--- src/core/sftp_map.vh ---
// Register map, characters and counts of the serial file transfer engine
// Contract
// (RQ1) Directory request: send XON, read program stream
// (RQ2) Abort request: send ETX then EOT only
// (RQ3) Peer XOFF halts output, XON resumes it
// (RQ4) Output all: files back to back
// (RQ5) Read-in: XON first, EOT when file done
// (RQ6) Read-in may throttle; keep reading on mismatch
// (RQ7) Name missing: wait for abort; ETX ends
// (RQ8) Read all: XON only after ETX
// (RQ9) Buffer full: XOFF, wait for confirmation
// (RQ10) Hardware handshake uses RTS instead
// (RQ11) Header frame: SOH, type, name, dir, ETB
// (RQ12) Check char: even column parity, start..ETB
// (RQ13) XON after check char off by config
// (RQ14) Peer needs no XON after check char
// (RQ15) Receiver compares check char, answers ACK
// (RQ16) NAK means resend; three retries, error E
// (RQ17) Blocks: STX, text, ETB, check, XON
// (RQ18) ACK advances, NAK resends block
// (RQ19) After last ACK send ETX, EOT
// (RQ20) EOT ends input and follows any error
// (RQ21) Directory mode emits request sequence first
// (RQ22) Programmable control chars; withheld ACK throttles
// (RQ23) Fifty NULs before plain output; ignore inbound
// (RQ24) Fixed checked modes use 7 data bits
// (RQ25) Request sequence XOFF ESC XON 0 SP D CR LF
// (RQ26) Peer error frame text shown to software
// (RQ27) Byte handshakes, no timeouts, command driven
`ifndef SFTP_MAP_VH
`define SFTP_MAP_VH
// ----------------------------------------------------------------
// Register offsets
// ----------------------------------------------------------------
`define SFTP_CTRL 8'h00
`define SFTP_CMD 8'h04
`define SFTP_STAT 8'h08
`define SFTP_TXD 8'h0c
`define SFTP_RXD 8'h10
`define SFTP_CHA 8'h14
`define SFTP_CHB 8'h18
// ----------------------------------------------------------------
// Fields and reset values
// ----------------------------------------------------------------
`define SFTP_CTRL_RST 32'h0000_0004
`define SFTP_CHA_RST 32'h1506_0201
`define SFTP_CHB_RST 32'h0004_0315
// ----------------------------------------------------------------
// Modes and commands
// ----------------------------------------------------------------
`define SFTP_M_PLAIN 2'h0
`define SFTP_M_DIR 2'h1
`define SFTP_M_FIX 2'h2
`define SFTP_M_CFG 2'h3
`define SFTP_OP_CLR 3'h0
`define SFTP_OP_DIR 3'h1
`define SFTP_OP_ABORT 3'h2
`define SFTP_OP_OUT 3'h3
`define SFTP_OP_FRAME 3'h4
`define SFTP_OP_IN 3'h5
`define SFTP_OP_FIN 3'h6
`define SFTP_OP_INEND 3'h7
// ----------------------------------------------------------------
// Fixed characters and counts
// ----------------------------------------------------------------
`define SFTP_NUL 8'h00
`define SFTP_XON 8'h11
`define SFTP_XOFF 8'h13
`define SFTP_NUL_CNT 6'h32
`define SFTP_RETRY_MAX 2'h3
`define SFTP_BUF_LEN 5'h10
`endif

--- src/core/sftp_core.v ---
// Serial file transfer engine with AXI4-Lite register slave
`timescale 1ns/100ps
`include "sftp_map.vh"
module sftp_core (
	// Clock and reset
	input wire aclk,
	input wire aresetn,
	// AXI4-Lite write channels
	input wire [7:0] s_axi_awaddr,
	input wire s_axi_awvalid,
	output wire s_axi_awready,
	input wire [31:0] s_axi_wdata,
	input wire [3:0] s_axi_wstrb,
	input wire s_axi_wvalid,
	output wire s_axi_wready,
	output reg [1:0] s_axi_bresp,
	output reg s_axi_bvalid,
	input wire s_axi_bready,
	// AXI4-Lite read channels
	input wire [7:0] s_axi_araddr,
	input wire s_axi_arvalid,
	output wire s_axi_arready,
	output reg [31:0] s_axi_rdata,
	output reg [1:0] s_axi_rresp,
	output reg s_axi_rvalid,
	input wire s_axi_rready,
	// Byte stream to serial port
	output reg [7:0] tx_data,
	output reg tx_valid,
	input wire tx_ready,
	// Byte stream from serial port
	input wire [7:0] rx_data,
	input wire rx_valid,
	output wire rx_ready,
	// Hardware handshake line
	output reg link_rts
);
	// ------------------------------------------------------------
	// States
	// ------------------------------------------------------------
	localparam S_IDLE = 4'h0;
	localparam S_NUL = 4'h1;
	localparam S_SEQ = 4'h2;
	localparam S_XON = 4'h3;
	localparam S_RX = 4'h4;
	localparam S_OUT = 4'h5;
	localparam S_START = 4'h6;
	localparam S_BODY = 4'h7;
	localparam S_ETB = 4'h8;
	localparam S_BCC = 4'h9;
	localparam S_XONB = 4'ha;
	localparam S_WACK = 4'hb;
	localparam S_ETX = 4'hc;
	localparam S_EOT = 4'hd;

	// ------------------------------------------------------------
	// Functions
	// ------------------------------------------------------------
	// Directory request characters
	function [7:0] dseq;
		input [2:0] i;
		begin
			case (i) // RQ25
			3'h0: dseq = `SFTP_XOFF;
			3'h1: dseq = 8'h1b;
			3'h2: dseq = `SFTP_XON;
			3'h3: dseq = 8'h30;
			3'h4: dseq = 8'h20;
			3'h5: dseq = 8'h44;
			3'h6: dseq = 8'h0d;
			default: dseq = 8'h0a;
			endcase
		end
	endfunction

	// Byte lane merge for register writes
	function [31:0] wmerge;
		input [31:0] old;
		input [31:0] nw;
		input [3:0] st;
		integer k;
		begin
			wmerge = old;
			for (k = 0; k < 4; k = k + 1) begin
				if (st[k])
					wmerge[k*8 +: 8] = nw[k*8 +: 8];
			end
		end
	endfunction

	// ------------------------------------------------------------
	// Registers
	// ------------------------------------------------------------
	reg [31:0] ctrl_q; // Mode and options
	reg [31:0] cha_q; // SOH STX ETB ACK
	reg [31:0] chb_q; // NAK ETX EOT
	reg cmd_go_q; // One-cycle command pulse
	reg [3:0] cmd_q; // Op and header flag
	reg txw_q; // Text byte written
	reg [7:0] txw_d8_q; // Written text byte
	reg pop_q; // Receive byte read
	reg aw_q; // Write address held
	reg [7:0] awa_q;
	reg w_q; // Write data held
	reg [31:0] wd_q;
	reg [3:0] ws_q;
	reg [3:0] st_q; // Engine state
	reg [5:0] idx_q; // Count or buffer index
	reg [7:0] buf_q [0:15]; // Frame text for resend
	reg [4:0] cnt_q; // Text bytes held
	reg [7:0] txh_q; // Plain stream byte
	reg txh_v_q;
	reg [6:0] bcc_q; // Outgoing check char
	reg [1:0] retry_q; // NAK count
	reg hdr_q; // Frame is a header
	reg err_q; // Error E, sticky
	reg paused_q; // Peer sent XOFF
	reg [7:0] rxh_q; // Received byte
	reg rxh_v_q;
	reg etx_q; // ETX seen, sticky
	reg lead_q; // Leading NULs dropped
	reg thr_q; // XOFF sent to peer
	reg fr_q; // Inside inbound frame
	reg bw_q; // Awaiting inbound check
	reg [6:0] rbcc_q; // Inbound check char
	reg ack_p_q; // ACK to send
	reg nak_p_q; // NAK to send

	// ------------------------------------------------------------
	// Decoded controls
	// ------------------------------------------------------------
	wire [1:0] mode = ctrl_q[1:0];
	wire xon_bcc = ctrl_q[2]; // XON after check char option
	wire hw_hs = ctrl_q[3]; // RTS handshake
	wire cfg_bcc = ctrl_q[4]; // Checked protocol in mode 3
	wire cfg = (mode == `SFTP_M_CFG);
	wire fix7 = (mode == `SFTP_M_DIR) || (mode == `SFTP_M_FIX);
	wire chk = fix7 || (cfg && cfg_bcc);
	// Control characters, programmable only in mode 3
	wire [7:0] c_soh = cfg ? cha_q[7:0] : 8'h01; // RQ22
	wire [7:0] c_stx = cfg ? cha_q[15:8] : 8'h02;
	wire [7:0] c_etb = cfg ? cha_q[23:16] : 8'h17;
	wire [7:0] c_ack = cfg ? cha_q[31:24] : 8'h06;
	wire [7:0] c_nak = cfg ? chb_q[7:0] : 8'h15;
	wire [7:0] c_etx = cfg ? chb_q[15:8] : 8'h03;
	wire [7:0] c_eot = cfg ? chb_q[23:16] : 8'h04;
	// Seven data bits in the fixed checked modes
	wire [7:0] rxb = fix7 ? {1'b0, rx_data[6:0]} : rx_data; // RQ24
	wire rx_take = rx_valid && rxh_v_q == 1'b0; // RQ27
	wire rx_on = (st_q == S_RX);
	// Plain throttle wants
	wire want_off = rx_on && !chk && !hw_hs && rxh_v_q && !thr_q; // RQ9
	wire want_on = !chk && thr_q && !rxh_v_q; // RQ6

	assign rx_ready = !rxh_v_q;

	// ------------------------------------------------------------
	// Next outgoing engine character
	// ------------------------------------------------------------
	reg [7:0] ech; // Character for current state
	reg ewant; // State has one to send
	always @* begin
		ech = 8'h00;
		ewant = 1'b1;
		case (st_q)
		S_NUL: ech = `SFTP_NUL; // RQ23
		S_SEQ: ech = dseq(idx_q[2:0]);
		S_XON: ech = `SFTP_XON;
		S_OUT: begin
			ech = txh_q;
			ewant = txh_v_q;
		end
		S_START: ech = hdr_q ? c_soh : c_stx; // RQ11 RQ17
		S_BODY: ech = buf_q[idx_q[3:0]];
		S_ETB: ech = c_etb;
		S_BCC: ech = {1'b0, bcc_q};
		S_XONB: ech = `SFTP_XON;
		S_ETX: ech = c_etx;
		S_EOT: ech = c_eot;
		default: ewant = 1'b0;
		endcase
	end

	// Peer XOFF holds plain output, replies excepted
	wire eblock = paused_q && !chk; // RQ3

	// ------------------------------------------------------------
	// AXI4-Lite slave
	// ------------------------------------------------------------
	assign s_axi_awready = !aw_q && !s_axi_bvalid;
	assign s_axi_wready = !w_q && !s_axi_bvalid;
	assign s_axi_arready = !s_axi_rvalid;
	wire wr_go = aw_q && w_q && !s_axi_bvalid;
	wire [31:0] stat_w = {17'h00000, cnt_q, retry_q, rxh_v_q,
		paused_q, etx_q, err_q, st_q};

	// Address and data capture, register writes and reads
	always @(posedge aclk) begin
		if (!aresetn) begin
			aw_q <= 1'b0;
			awa_q <= 8'h00;
			w_q <= 1'b0;
			wd_q <= 32'h0000_0000;
			ws_q <= 4'h0;
			s_axi_bvalid <= 1'b0;
			s_axi_bresp <= 2'h0;
			s_axi_rvalid <= 1'b0;
			s_axi_rresp <= 2'h0;
			s_axi_rdata <= 32'h0000_0000;
			ctrl_q <= `SFTP_CTRL_RST;
			cha_q <= `SFTP_CHA_RST;
			chb_q <= `SFTP_CHB_RST;
			cmd_go_q <= 1'b0;
			cmd_q <= 4'h0;
			txw_q <= 1'b0;
			txw_d8_q <= 8'h00;
			pop_q <= 1'b0;
		end else begin
			cmd_go_q <= 1'b0;
			txw_q <= 1'b0;
			pop_q <= 1'b0;
			// Channels taken in either order
			if (s_axi_awvalid && s_axi_awready) begin
				aw_q <= 1'b1;
				awa_q <= s_axi_awaddr;
			end
			if (s_axi_wvalid && s_axi_wready) begin
				w_q <= 1'b1;
				wd_q <= s_axi_wdata;
				ws_q <= s_axi_wstrb;
			end
			// Write once both halves are in
			if (wr_go) begin
				aw_q <= 1'b0;
				w_q <= 1'b0;
				s_axi_bvalid <= 1'b1;
				s_axi_bresp <= 2'h0;
				case ({awa_q[7:2], 2'h0})
				`SFTP_CTRL: ctrl_q <= wmerge(ctrl_q, wd_q, ws_q);
				`SFTP_CHA: cha_q <= wmerge(cha_q, wd_q, ws_q);
				`SFTP_CHB: chb_q <= wmerge(chb_q, wd_q, ws_q);
				`SFTP_CMD: begin
					cmd_go_q <= ws_q[0];
					cmd_q <= wd_q[3:0];
				end
				`SFTP_TXD: begin
					txw_q <= ws_q[0];
					txw_d8_q <= wd_q[7:0];
				end
				`SFTP_STAT, `SFTP_RXD: s_axi_bresp <= 2'h0;
				default: s_axi_bresp <= 2'h2;
				endcase
			end
			if (s_axi_bvalid && s_axi_bready)
				s_axi_bvalid <= 1'b0;
			// Read, with pop side effect on the receive byte
			if (s_axi_arvalid && s_axi_arready) begin
				s_axi_rvalid <= 1'b1;
				s_axi_rresp <= 2'h0;
				case ({s_axi_araddr[7:2], 2'h0})
				`SFTP_CTRL: s_axi_rdata <= ctrl_q;
				`SFTP_CHA: s_axi_rdata <= cha_q;
				`SFTP_CHB: s_axi_rdata <= chb_q;
				`SFTP_STAT: s_axi_rdata <= stat_w;
				`SFTP_CMD, `SFTP_TXD: s_axi_rdata <= 32'h0000_0000;
				`SFTP_RXD: begin
					s_axi_rdata <= {23'h000000, rxh_v_q, rxh_q};
					pop_q <= 1'b1;
				end
				default: begin
					s_axi_rdata <= 32'h0000_0000;
					s_axi_rresp <= 2'h2;
				end
				endcase
			end else if (s_axi_rvalid && s_axi_rready)
				s_axi_rvalid <= 1'b0;
		end
	end

	// ------------------------------------------------------------
	// Protocol engine
	// ------------------------------------------------------------
	integer i;
	always @(posedge aclk) begin
		if (!aresetn) begin
			st_q <= S_IDLE;
			idx_q <= 6'h00;
			for (i = 0; i < 16; i = i + 1)
				buf_q[i] <= 8'h00;
			cnt_q <= 5'h00;
			txh_q <= 8'h00;
			txh_v_q <= 1'b0;
			bcc_q <= 7'h00;
			retry_q <= 2'h0;
			hdr_q <= 1'b0;
			err_q <= 1'b0;
			paused_q <= 1'b0;
			rxh_q <= 8'h00;
			rxh_v_q <= 1'b0;
			etx_q <= 1'b0;
			lead_q <= 1'b0;
			thr_q <= 1'b0;
			fr_q <= 1'b0;
			bw_q <= 1'b0;
			rbcc_q <= 7'h00;
			ack_p_q <= 1'b0;
			nak_p_q <= 1'b0;
			tx_data <= 8'h00;
			tx_valid <= 1'b0;
			link_rts <= 1'b1;
		end else begin
			// Software side pops and text writes
			if (pop_q)
				rxh_v_q <= 1'b0;
			if (txw_q) begin
				if (st_q == S_OUT) begin
					txh_q <= txw_d8_q;
					txh_v_q <= 1'b1;
				end else if (cnt_q != `SFTP_BUF_LEN) begin
					buf_q[cnt_q[3:0]] <= txw_d8_q;
					cnt_q <= cnt_q + 5'h01;
				end
			end
			// RTS drops while the receive byte is unread
			link_rts <= !(rx_on && hw_hs && rxh_v_q); // RQ10
			// Commands
			if (cmd_go_q) begin
				idx_q <= 6'h00;
				hdr_q <= cmd_q[3];
				case (cmd_q[2:0])
				`SFTP_OP_CLR: begin
					err_q <= 1'b0;
					etx_q <= 1'b0;
					cnt_q <= 5'h00;
					st_q <= S_IDLE;
				end
				`SFTP_OP_DIR: begin
					// Mode 1 emits its request first
					if (mode == `SFTP_M_DIR)
						st_q <= S_SEQ; // RQ21
					else if (chk)
						st_q <= S_START;
					else
						st_q <= S_XON; // RQ1
				end
				`SFTP_OP_ABORT: st_q <= S_ETX; // RQ2
				`SFTP_OP_OUT: st_q <= chk ? S_START : S_NUL;
				`SFTP_OP_FRAME: begin
					retry_q <= 2'h0;
					st_q <= S_START;
				end
				`SFTP_OP_IN: st_q <= S_XON; // RQ5 RQ8
				`SFTP_OP_FIN: st_q <= S_ETX; // RQ19
				default: st_q <= S_EOT; // RQ5 RQ20
				endcase
			end
			// Inbound byte
			if (rx_take) begin
				if (!chk) begin
					if (rxb == `SFTP_XOFF)
						paused_q <= 1'b1; // RQ3
					else if (rxb == `SFTP_XON)
						paused_q <= 1'b0;
					else if (!(lead_q && rxb == `SFTP_NUL)) begin
						lead_q <= 1'b0; // RQ23
						rxh_q <= rxb;
						rxh_v_q <= 1'b1;
						if (rxb == c_etx)
							etx_q <= 1'b1; // RQ7 RQ8
					end
				end else if (bw_q) begin
					bw_q <= 1'b0;
					// Compare computed and received check
					if (rxb[6:0] == rbcc_q)
						ack_p_q <= 1'b1; // RQ15
					else
						nak_p_q <= 1'b1; // RQ16
				end else if (fr_q) begin
					rbcc_q <= rbcc_q ^ rxb[6:0]; // RQ12
					if (rxb == c_etb) begin
						fr_q <= 1'b0;
						bw_q <= 1'b1;
					end else begin
						rxh_q <= rxb; // RQ26
						rxh_v_q <= 1'b1;
					end
				end else if (rxb == c_soh || rxb == c_stx) begin
					fr_q <= 1'b1;
					rbcc_q <= rxb[6:0];
				end else if (st_q == S_WACK && rxb == c_ack) begin
					cnt_q <= 5'h00; // RQ18
					retry_q <= 2'h0;
					st_q <= S_IDLE;
				end else if (st_q == S_WACK && rxb == c_nak) begin
					if (retry_q == `SFTP_RETRY_MAX) begin
						err_q <= 1'b1; // RQ16
						st_q <= S_EOT; // RQ20
					end else begin
						retry_q <= retry_q + 2'h1;
						idx_q <= 6'h00;
						st_q <= S_START; // RQ18
					end
				end else if (rxb != `SFTP_XON) begin
					// Plain lines such as directory text
					rxh_q <= rxb; // RQ14
					rxh_v_q <= 1'b1;
					if (rxb == c_etx)
						etx_q <= 1'b1;
				end
			end
			// Output register hand-off
			if (tx_valid && tx_ready)
				tx_valid <= 1'b0;
			else if (!tx_valid && !cmd_go_q) begin
				// ACK held back until the byte is read
				if (ack_p_q && !rxh_v_q) begin
					tx_data <= c_ack; // RQ22
					tx_valid <= 1'b1;
					ack_p_q <= 1'b0;
				end else if (nak_p_q) begin
					tx_data <= c_nak; // RQ16
					tx_valid <= 1'b1;
					nak_p_q <= 1'b0;
				end else if (want_off) begin
					tx_data <= `SFTP_XOFF; // RQ9
					tx_valid <= 1'b1;
					thr_q <= 1'b1;
				end else if (want_on) begin
					tx_data <= `SFTP_XON; // RQ6
					tx_valid <= 1'b1;
					thr_q <= 1'b0;
				end else if (ewant && !eblock) begin
					tx_data <= fix7 ? {1'b0, ech[6:0]} : ech;
					tx_valid <= 1'b1;
					case (st_q)
					S_NUL: begin
						idx_q <= idx_q + 6'h01;
						if (idx_q == `SFTP_NUL_CNT - 6'h01)
							st_q <= S_OUT; // RQ23
					end
					S_SEQ: begin
						idx_q <= idx_q + 6'h01;
						if (idx_q == 6'h07)
							st_q <= S_RX;
					end
					S_XON: begin
						st_q <= S_RX; // RQ1 RQ5
						lead_q <= 1'b1;
						// Inbound ETX in the same cycle wins
						if (!(rx_take && rxb == c_etx))
							etx_q <= 1'b0;
					end
					// Stream continues until software finishes
					S_OUT: txh_v_q <= 1'b0; // RQ4
					S_START: begin
						bcc_q <= ech[6:0]; // RQ12
						idx_q <= 6'h00;
						st_q <= (cnt_q == 5'h00) ? S_ETB : S_BODY;
					end
					S_BODY: begin
						bcc_q <= bcc_q ^ ech[6:0];
						idx_q <= idx_q + 6'h01;
						if (idx_q[4:0] == cnt_q - 5'h01)
							st_q <= S_ETB;
					end
					S_ETB: begin
						bcc_q <= bcc_q ^ ech[6:0]; // RQ12
						st_q <= S_BCC;
					end
					S_BCC: begin
						// XON may be switched off in mode 3
						if (cfg && !xon_bcc)
							st_q <= S_WACK; // RQ13
						else
							st_q <= S_XONB; // RQ17
					end
					S_XONB: st_q <= S_WACK;
					S_ETX: st_q <= S_EOT; // RQ2 RQ19
					default: st_q <= S_IDLE;
					endcase
				end
			end
		end
	end
endmodule // sftp_core

--- config.mk ---
export PLATFORM = sky130hd
export DESIGN_NAME = sftp_core
export DESIGN_NICKNAME = d
export VERILOG_FILES = /design/src/core/sftp_core.v
export VERILOG_INCLUDE_DIRS = /design/src /design/src/core
export SDC_FILE = /design/constraint.sdc
export NUM_CORES = 1
export LEC_CHECK = 0
export BUFFER_PORTS_ARGS = -buffer_cell sky130_fd_sc_hd__buf_2
export CELL_PAD_IN_SITES_DETAIL_PLACEMENT = 1
export CELL_PAD_IN_SITES_GLOBAL_PLACEMENT = 1
export CORE_ASPECT_RATIO = 1.25
export CORE_MARGIN = 2
export CORE_UTILIZATION = 45
export CTS_CLUSTER_DIAMETER = 120
export DETAILED_ROUTE_END_ITERATION = 8
export MAX_ROUTING_LAYER = met4
export PLACE_DENSITY = 0.74
export SLEW_MARGIN = 5
export SYNTH_ARGS = -nofsm -noshare
export SYNTH_HDL_FRONTEND = slang
export SYNTH_SLANG_ARGS = --single-unit
--- constraint.sdc ---
create_clock -name aclk -period 3.3 [get_ports aclk]
set_input_delay 0.495 -clock aclk [delete_from_list [all_inputs] [get_ports aclk]]
set_output_delay 0.495 -clock aclk [all_outputs]
set_load 0.005 [all_outputs]
# ---- Word-level counts from Yosys, hierarchy flattened
# Memory sizes are Yosys's and may differ from the RTL's. A register that Yosys moved wholly into a read port is not among the register bits.
# Index checks and enable logic that the tools add are counted.
# W data, S select, Z words.
dict set report word_totals {
  regBits 264
  ram_bits 128
  input_bits 69
  out_inout_bits 52
  elab_cells 436
  n_memories 1
}
# name words word_bits rd rd_ports_with_merged_regs write_ports line
set mem_list {}
lappend mem_list {buf_q 16 8 1 1 16 sftp_core.v:109} ;# reg [7:0] buf_q [0:15];
dict set report op_classes {
  add_sub_neg 4
  eq_ne 64
  mux 211
  bitwise 11
  n_reduce_logical 95
}
# cell count
set op_table {}
lappend op_table {{$mux W8} 27}
lappend op_table {{$pmux W32 S5} 1}
lappend op_table {{$mux W1} 110}
lappend op_table {{$mux W6} 16}
lappend op_table {{$mux W4} 22}
lappend op_table {{$pmux W8 S9} 1}
lappend op_table {{$mux W5} 11}
lappend op_table {{$reduce_and A3 Y1} 17}
lappend op_table {{$pmux W7 S7} 1}
lappend op_table {{$eq A8 B8 Y1} 6}
lappend op_table {{$eq A6 B3 Y1 const B} 7}
lappend op_table {{$pmux W4 S10} 1}
lappend op_table {{$logic_and A1 B1 Y1} 29}
lappend op_table {{$eq A4 B4 Y1 const B} 6}
lappend op_table {{$eq A6 B2 Y1 const B} 4}
lappend op_table {{$mux W2} 12}
lappend op_table {{$pmux W4 S6} 1}
lappend op_table {{$eq A3 B3 Y1 const B} 6}
lappend op_table {{$eq A4 B3 Y1 const B} 4}
lappend op_table {{$eq A8 B5 Y1 const B} 2}
lappend op_table {{$mux W7} 2}
lappend op_table {{$pmux W7 S2} 1}
lappend op_table {{$reduce_or A7 Y1} 2}
lappend op_table {{$xor A7 B7 Y7} 2}
lappend op_table {{40 further kinds} 94}

# ---- Depth between registers and ports, before layout
dict set report depth {
  depth_word 23
  ltp_mapped 14
  depth_no_buf 9
}

# ---- Least setup slack after synthesis
# OpenSTA, ideal clock, no wires.
dict set report synth_timing {
  kind {register to register}
  startpoint {reg ctrl_q[1]}
  endpoint {reg rxh_q[0]}
  setup_time_ps 134
  arrival_ps 2621
  required_time_ps 3166
  slack_ps 545
  stages_incl_launch_ff 12
  path_buffers 2
  synth_period_minus_slack_ps 2755
  cell_sequence {dfxtp_1 inv_1 ha_1 buf_6 and3_1 nand3_1 nand2_1 o211a_2 or3_1 buf_6 o2111a_1 or4_1}
}
dict set report synth_via {
  elab_chain_cells 7
  word_cells_on_any_way 36
  cone_classes {eq/ne (20); mux (7); reduce/logical (9)}
}
# element line
set synth_rtl {}
lappend synth_rtl {{start: declaration} sftp_core.v:94} ;# reg [31:0] ctrl_q;
lappend synth_rtl {{start signal: assignment} sftp_core.v:210} ;# ctrl_q <= `SFTP_CTRL_RST;
lappend synth_rtl {{start signal: assignment} sftp_core.v:239} ;# `SFTP_CTRL: ctrl_q <= wmerge(ctrl_q, wd_q, ws_q);
lappend synth_rtl {{$eq A2 B1 Y1 (no source line) or $eq A2 B2 Y1 (tied branches)} --}
lappend synth_rtl {{$logic_or A1 B1 Y1} sftp_core.v:137} ;# wire fix7 = (mode == `SFTP_M_DIR) || (mode == `SFTP_M_FIX);
lappend synth_rtl {{$mux W8} sftp_core.v:148} ;# wire [7:0] rxb = fix7 ? {1'b0, rx_data[6:0]} : rx_data;
lappend synth_rtl {{$eq A8 B8 Y1 (tied with other cells)} sftp_core.v:394} ;# end else if (st_q == S_WACK && rxb == c_nak) begin
lappend synth_rtl {{$logic_and A1 B1 Y1 (tied with other cells)} sftp_core.v:394}
lappend synth_rtl {{$ne A3 B3 Y1 (no source line) or $ne A2 B2 Y1 (tied branches)} --}
lappend synth_rtl {{$reduce_and A10 Y1 (no source line)} --}
lappend synth_rtl {{end signal: assignment} sftp_core.v:366} ;# rxh_q <= rxb;
lappend synth_rtl {{end signal: assignment} sftp_core.v:384} ;# rxh_q <= rxb;
lappend synth_rtl {{end signal: assignment} sftp_core.v:405} ;# rxh_q <= rxb;
lappend synth_rtl {{end: declaration} sftp_core.v:118} ;# reg [7:0] rxh_q;
# Several ways; a longest one is shown, not always the timed one.
# A chain may end at the register's enable or synchronous reset.

# ---- Worst setup path after layout
dict set report layout_timing {
  startpoint {reg ctrl_q[0]}
  endpoint {reg rxh_q[4]}
}
# Same word-level chain as after synthesis.

==> results.toml <==
[run_status]
status = "finished clean"

[floorplanning]
die-width_um = 191
rows = 85
io_pins = 121
die_h_um = 238
start_util_pct = 45.6
die_area_mm2 = 0.0455
coreArea_mm2 = 0.0432

[grt]
overflow = 0
grt_max_degree = 86
track_usage_pct = 32.7
met3_usage_pct = 3.41
top_usage_layer = "met2"
grt_pass1_vias = 18000
grt_pass1_wl_um = 110000
grt_use_met1_pct = 35.6
antenna_found_initial = 0
use_met2_pct = 57.5

[clock_network]
cts.sinks = 388
post_cts_buffers = 0
cts_tree = "yes"
htreeDepth = 2
clk_latency_ps = 590
post_cts_resized = 0
holdBufCountCts = 0
clkTransAtPathRegs_ps = 70
root_buffer = "clkbuf_16"
cts_buffers = 42
clockBufferDepth = 3

[place]
place_ws_ps = 192
dp_hpwl_um = 53100
post_dp_cell_area_mm2 = 0.0212
io_buffer_count = 114
place_congestion = 0.991

[min_path]
hold_end = "s_axi_rvalid"
hold_start = "s_axi_rready"
hold_path_depth = 2
min_path_type = "in -> reg"

[setup_path]
reg2reg_depth = 12
r2r-start = "ctrl_q[0]"
reg2reg_to = "rxh_q[4]"
crit_type = "reg -> reg"
cp.required_ps = 3750
cp_max_fo = 41
cpPeakStageDelay_ps = 470
r2r_slack_ps = 170
worst_path_max_delay_cell = "or4_1"
crit_arrival_ps = 3580
cp_cell_sequence = "buf_4, ha_2, buf_12, buf_4, nor2b_1, o22ai_1, a2111oi_2, o211ai_2, a31oi_4, buf_12, nor2_1, or4_1"
crit_path_end_kind = "flop"
start_kind = "flop"

[yosys]
synth_area_leaders = "dfxtp_1, edfxtp_1, mux2i_1, nor2_1, and2_1"
async_reset_ff_share_pct = 0
yosysTopAreaCell = "dfxtp_1"
synth_top_area_share_pct = 26.4
synth_edf_count = 128
syn_area_per_cell_um2 = 9.35
synth.distinct_cells = 93
ys_seq_area_share_pct = 45.9
yosys_warnings = 0
synth_area_mm2 = 0.0197
synth-main-ff-cell = "dfxtp_1"
synth-seq-cells = 388
synthCells = 2107

[routing]
via_per_inst = 6.14
drc_errors = 0
drt_pass1_iterations = 6
num_vias = 17300
wl_per_cell_um = 25.3
drt_iter0_drc = 1211
ant_nets = 0
routed_wl_um = 71400

[sta]
report.final.slew_viol_count = 0
hold_viol = 0
setup_viol = 0
tightest_slew_ps = 1210
finalCritPeriodShare_pct = 94.9
fin_worst_skew_ps = 23.9
fmax_ghz = 0.319
rsz0062_at_grt = "false"
tns_ps = 0
setup_ws_ps = 167
fin_crit_ps = 3130
relSlewSlack_pct = 18.5

[cells_and_area]
antennaDiodeCount = 0
stdcell_area_mm2 = 0.0227
nets = 2306
drive_above_1_share_pct = 16.2
fillCellCount = 5001
area_growth_pct = 15.4

[flow_run]
cap_viol_max_count = 0

[pwr]
p_per_area_mw_per_mm2 = 474
leakage_nw = 8.42
ir_drop_mv = 0.406
where the power goes:
group	internal [W]	switching (W)
sequential	0.00506	0.000107
combinational	0.000199	0.000379
clock	0.00299	0.00205
total	0.00825	0.00254
state kept, by name, indices dropped and copies added, names as in the netlist, 4 cells and up:
signal and flops:
awa_q 6, bcc_q 7, buf_q 128, cha_q 32, chb_q 32, cmd_q 4, cnt_q 5, ctrl_q 32
idx_q 6, rbcc_q 7, rxh_q 8, s_axi_rdata 32, st_q 4, tx_data 8, txh_q 8, txw_d8_q 8
wd_q 32, ws_q 4
worst max-delay path: cells and delay by family (launching register included):
kind,cells,cell delay [ps]
AOI/OAI and AO/OA,4,950
buffers and inverters,4,750
and+or+nand+nor,3,700
DFF,1,360
adders and majority gates,1,210
cells by family (layout without fill, tap and decap cells):
group                    Yosys count  count (layout)  share of synthesized area [%]
AND/OR/NAND/NOR                  830             830                           20.7
multiplexers                     180             180                           10.4
adder cells (fa/ha/maj)           13              13                          0.826
buffers and inverters            186             336                           4.16
XOR/XNOR                          35              35                           1.59
AO/OA/AOI/OAI                    474             474                           16.3
flip-flops                       388             388                           45.9
other                              1               2                         0.0190
layer usage:
metal	share of wire (%)	vias to the layer above
li1	-	7907
met1	37	8717
met2	52	513
met3	4.2	197
met4	6.8	0
met5	0	-
worst max path at each step:
stage,start,end,slack (ps),depth (start not counted)
6_report,ctrl_q[0],rxh_q[4],170,12
5_1_grt,ctrl_q[0],idx_q[3],20,10
4_1_cts,ctrl_q[0],idx_q[3],130,10
3_5_place_dp,ctrl_q[0],idx_q[3],190,10
3_3_place_gp,ctrl_q[1],idx_q[3],230,10
2_1_floorplan,ctrl_q[1],rxh_q[0],540,11
final cells by class:
class / count / area (µm²) / share of cell area, %
clock buffers: 63 / 1270 / 5.60
clock inverters: 15 / 200 / 0.881
inverters: 32 / 125 / 0.550
multi-input cells: 1534 / 9880 / 43.4
flip-flops and latches: 388 / 9050 / 39.8
well taps: 565 / 707 / 3.11
repair buffers: 226 / 1500 / 6.60
layout by cell type (no fill, tap or decap), types with 10 or more instances in the layout:
cell type,instances
inv_1,31
nor2_1,259
nor2b_1,18
a22oi_1,22
mux4_2,19
o22ai_1,17
nand2b_1,16
nand4_1,15
a21oi_1,136
nand2_1,196
clkbuf_8,10
a31oi_1,27
a222oi_1,23
mux2i_1,154
or4_1,10
edfxtp_1,128
and2_1,137
nor4_1,18
nand3_1,51
o21ai_0,89
xor2_1,11
dfxtp_1,259
clkbuf_16,44
nor3_1,36
buf_4,106
o221ai_1,19
and4_1,10
and3_1,11
ha_1,12
a221oi_1,10
or3_1,13
a211oi_1,13
buf_2,113
xnor2_1,23
cell usage after synthesis, drive strengths merged, types with 6 or more instances:
cell and instances:
nor2 264, dfxtp 260, nand2 197, mux2i 154
a21oi 138, and2 137, edfxtp 128, clkbuf 108
o21ai 93, nand3 51, buf 46, nor3 38
inv 31, a31oi 28, a22oi 26, a222oi 23
xnor2 23, nor4 21, o221ai 21, mux4 19
nor2b 18, o22ai 17, nand2b 16, a211oi 15
nand4 15, ha 13, or3 13, xor2 12
and3 11, a221oi 10, and4 10, or4 10
a2111oi 9, a21o 9, o32ai 9, mux2 7
nand3b 7, o2111a 7, o211ai 7, a211o 6
o21a 6
through the flow:
| stage | instances | hold WS (ps) | total power (W) | util (%) |
|---|---|---|---|---|
| after floorplan | 2108 | 398 | 0.00555 | - |
| after global placement | 2745 | 444 | 0.00581 | 49.2 |
| after detailed placement | 2745 | 456 | 0.00584 | 49.2 |
| after CTS | 2823 | 71.7 | 0.0109 | 52.6 |
| after global routing | 2823 | 105 | 0.0111 | 52.6 |
| final | 2823 | 93.6 | 0.0108 | 52.6 |
No activity file was read; power rests on OpenSTA's default activity.
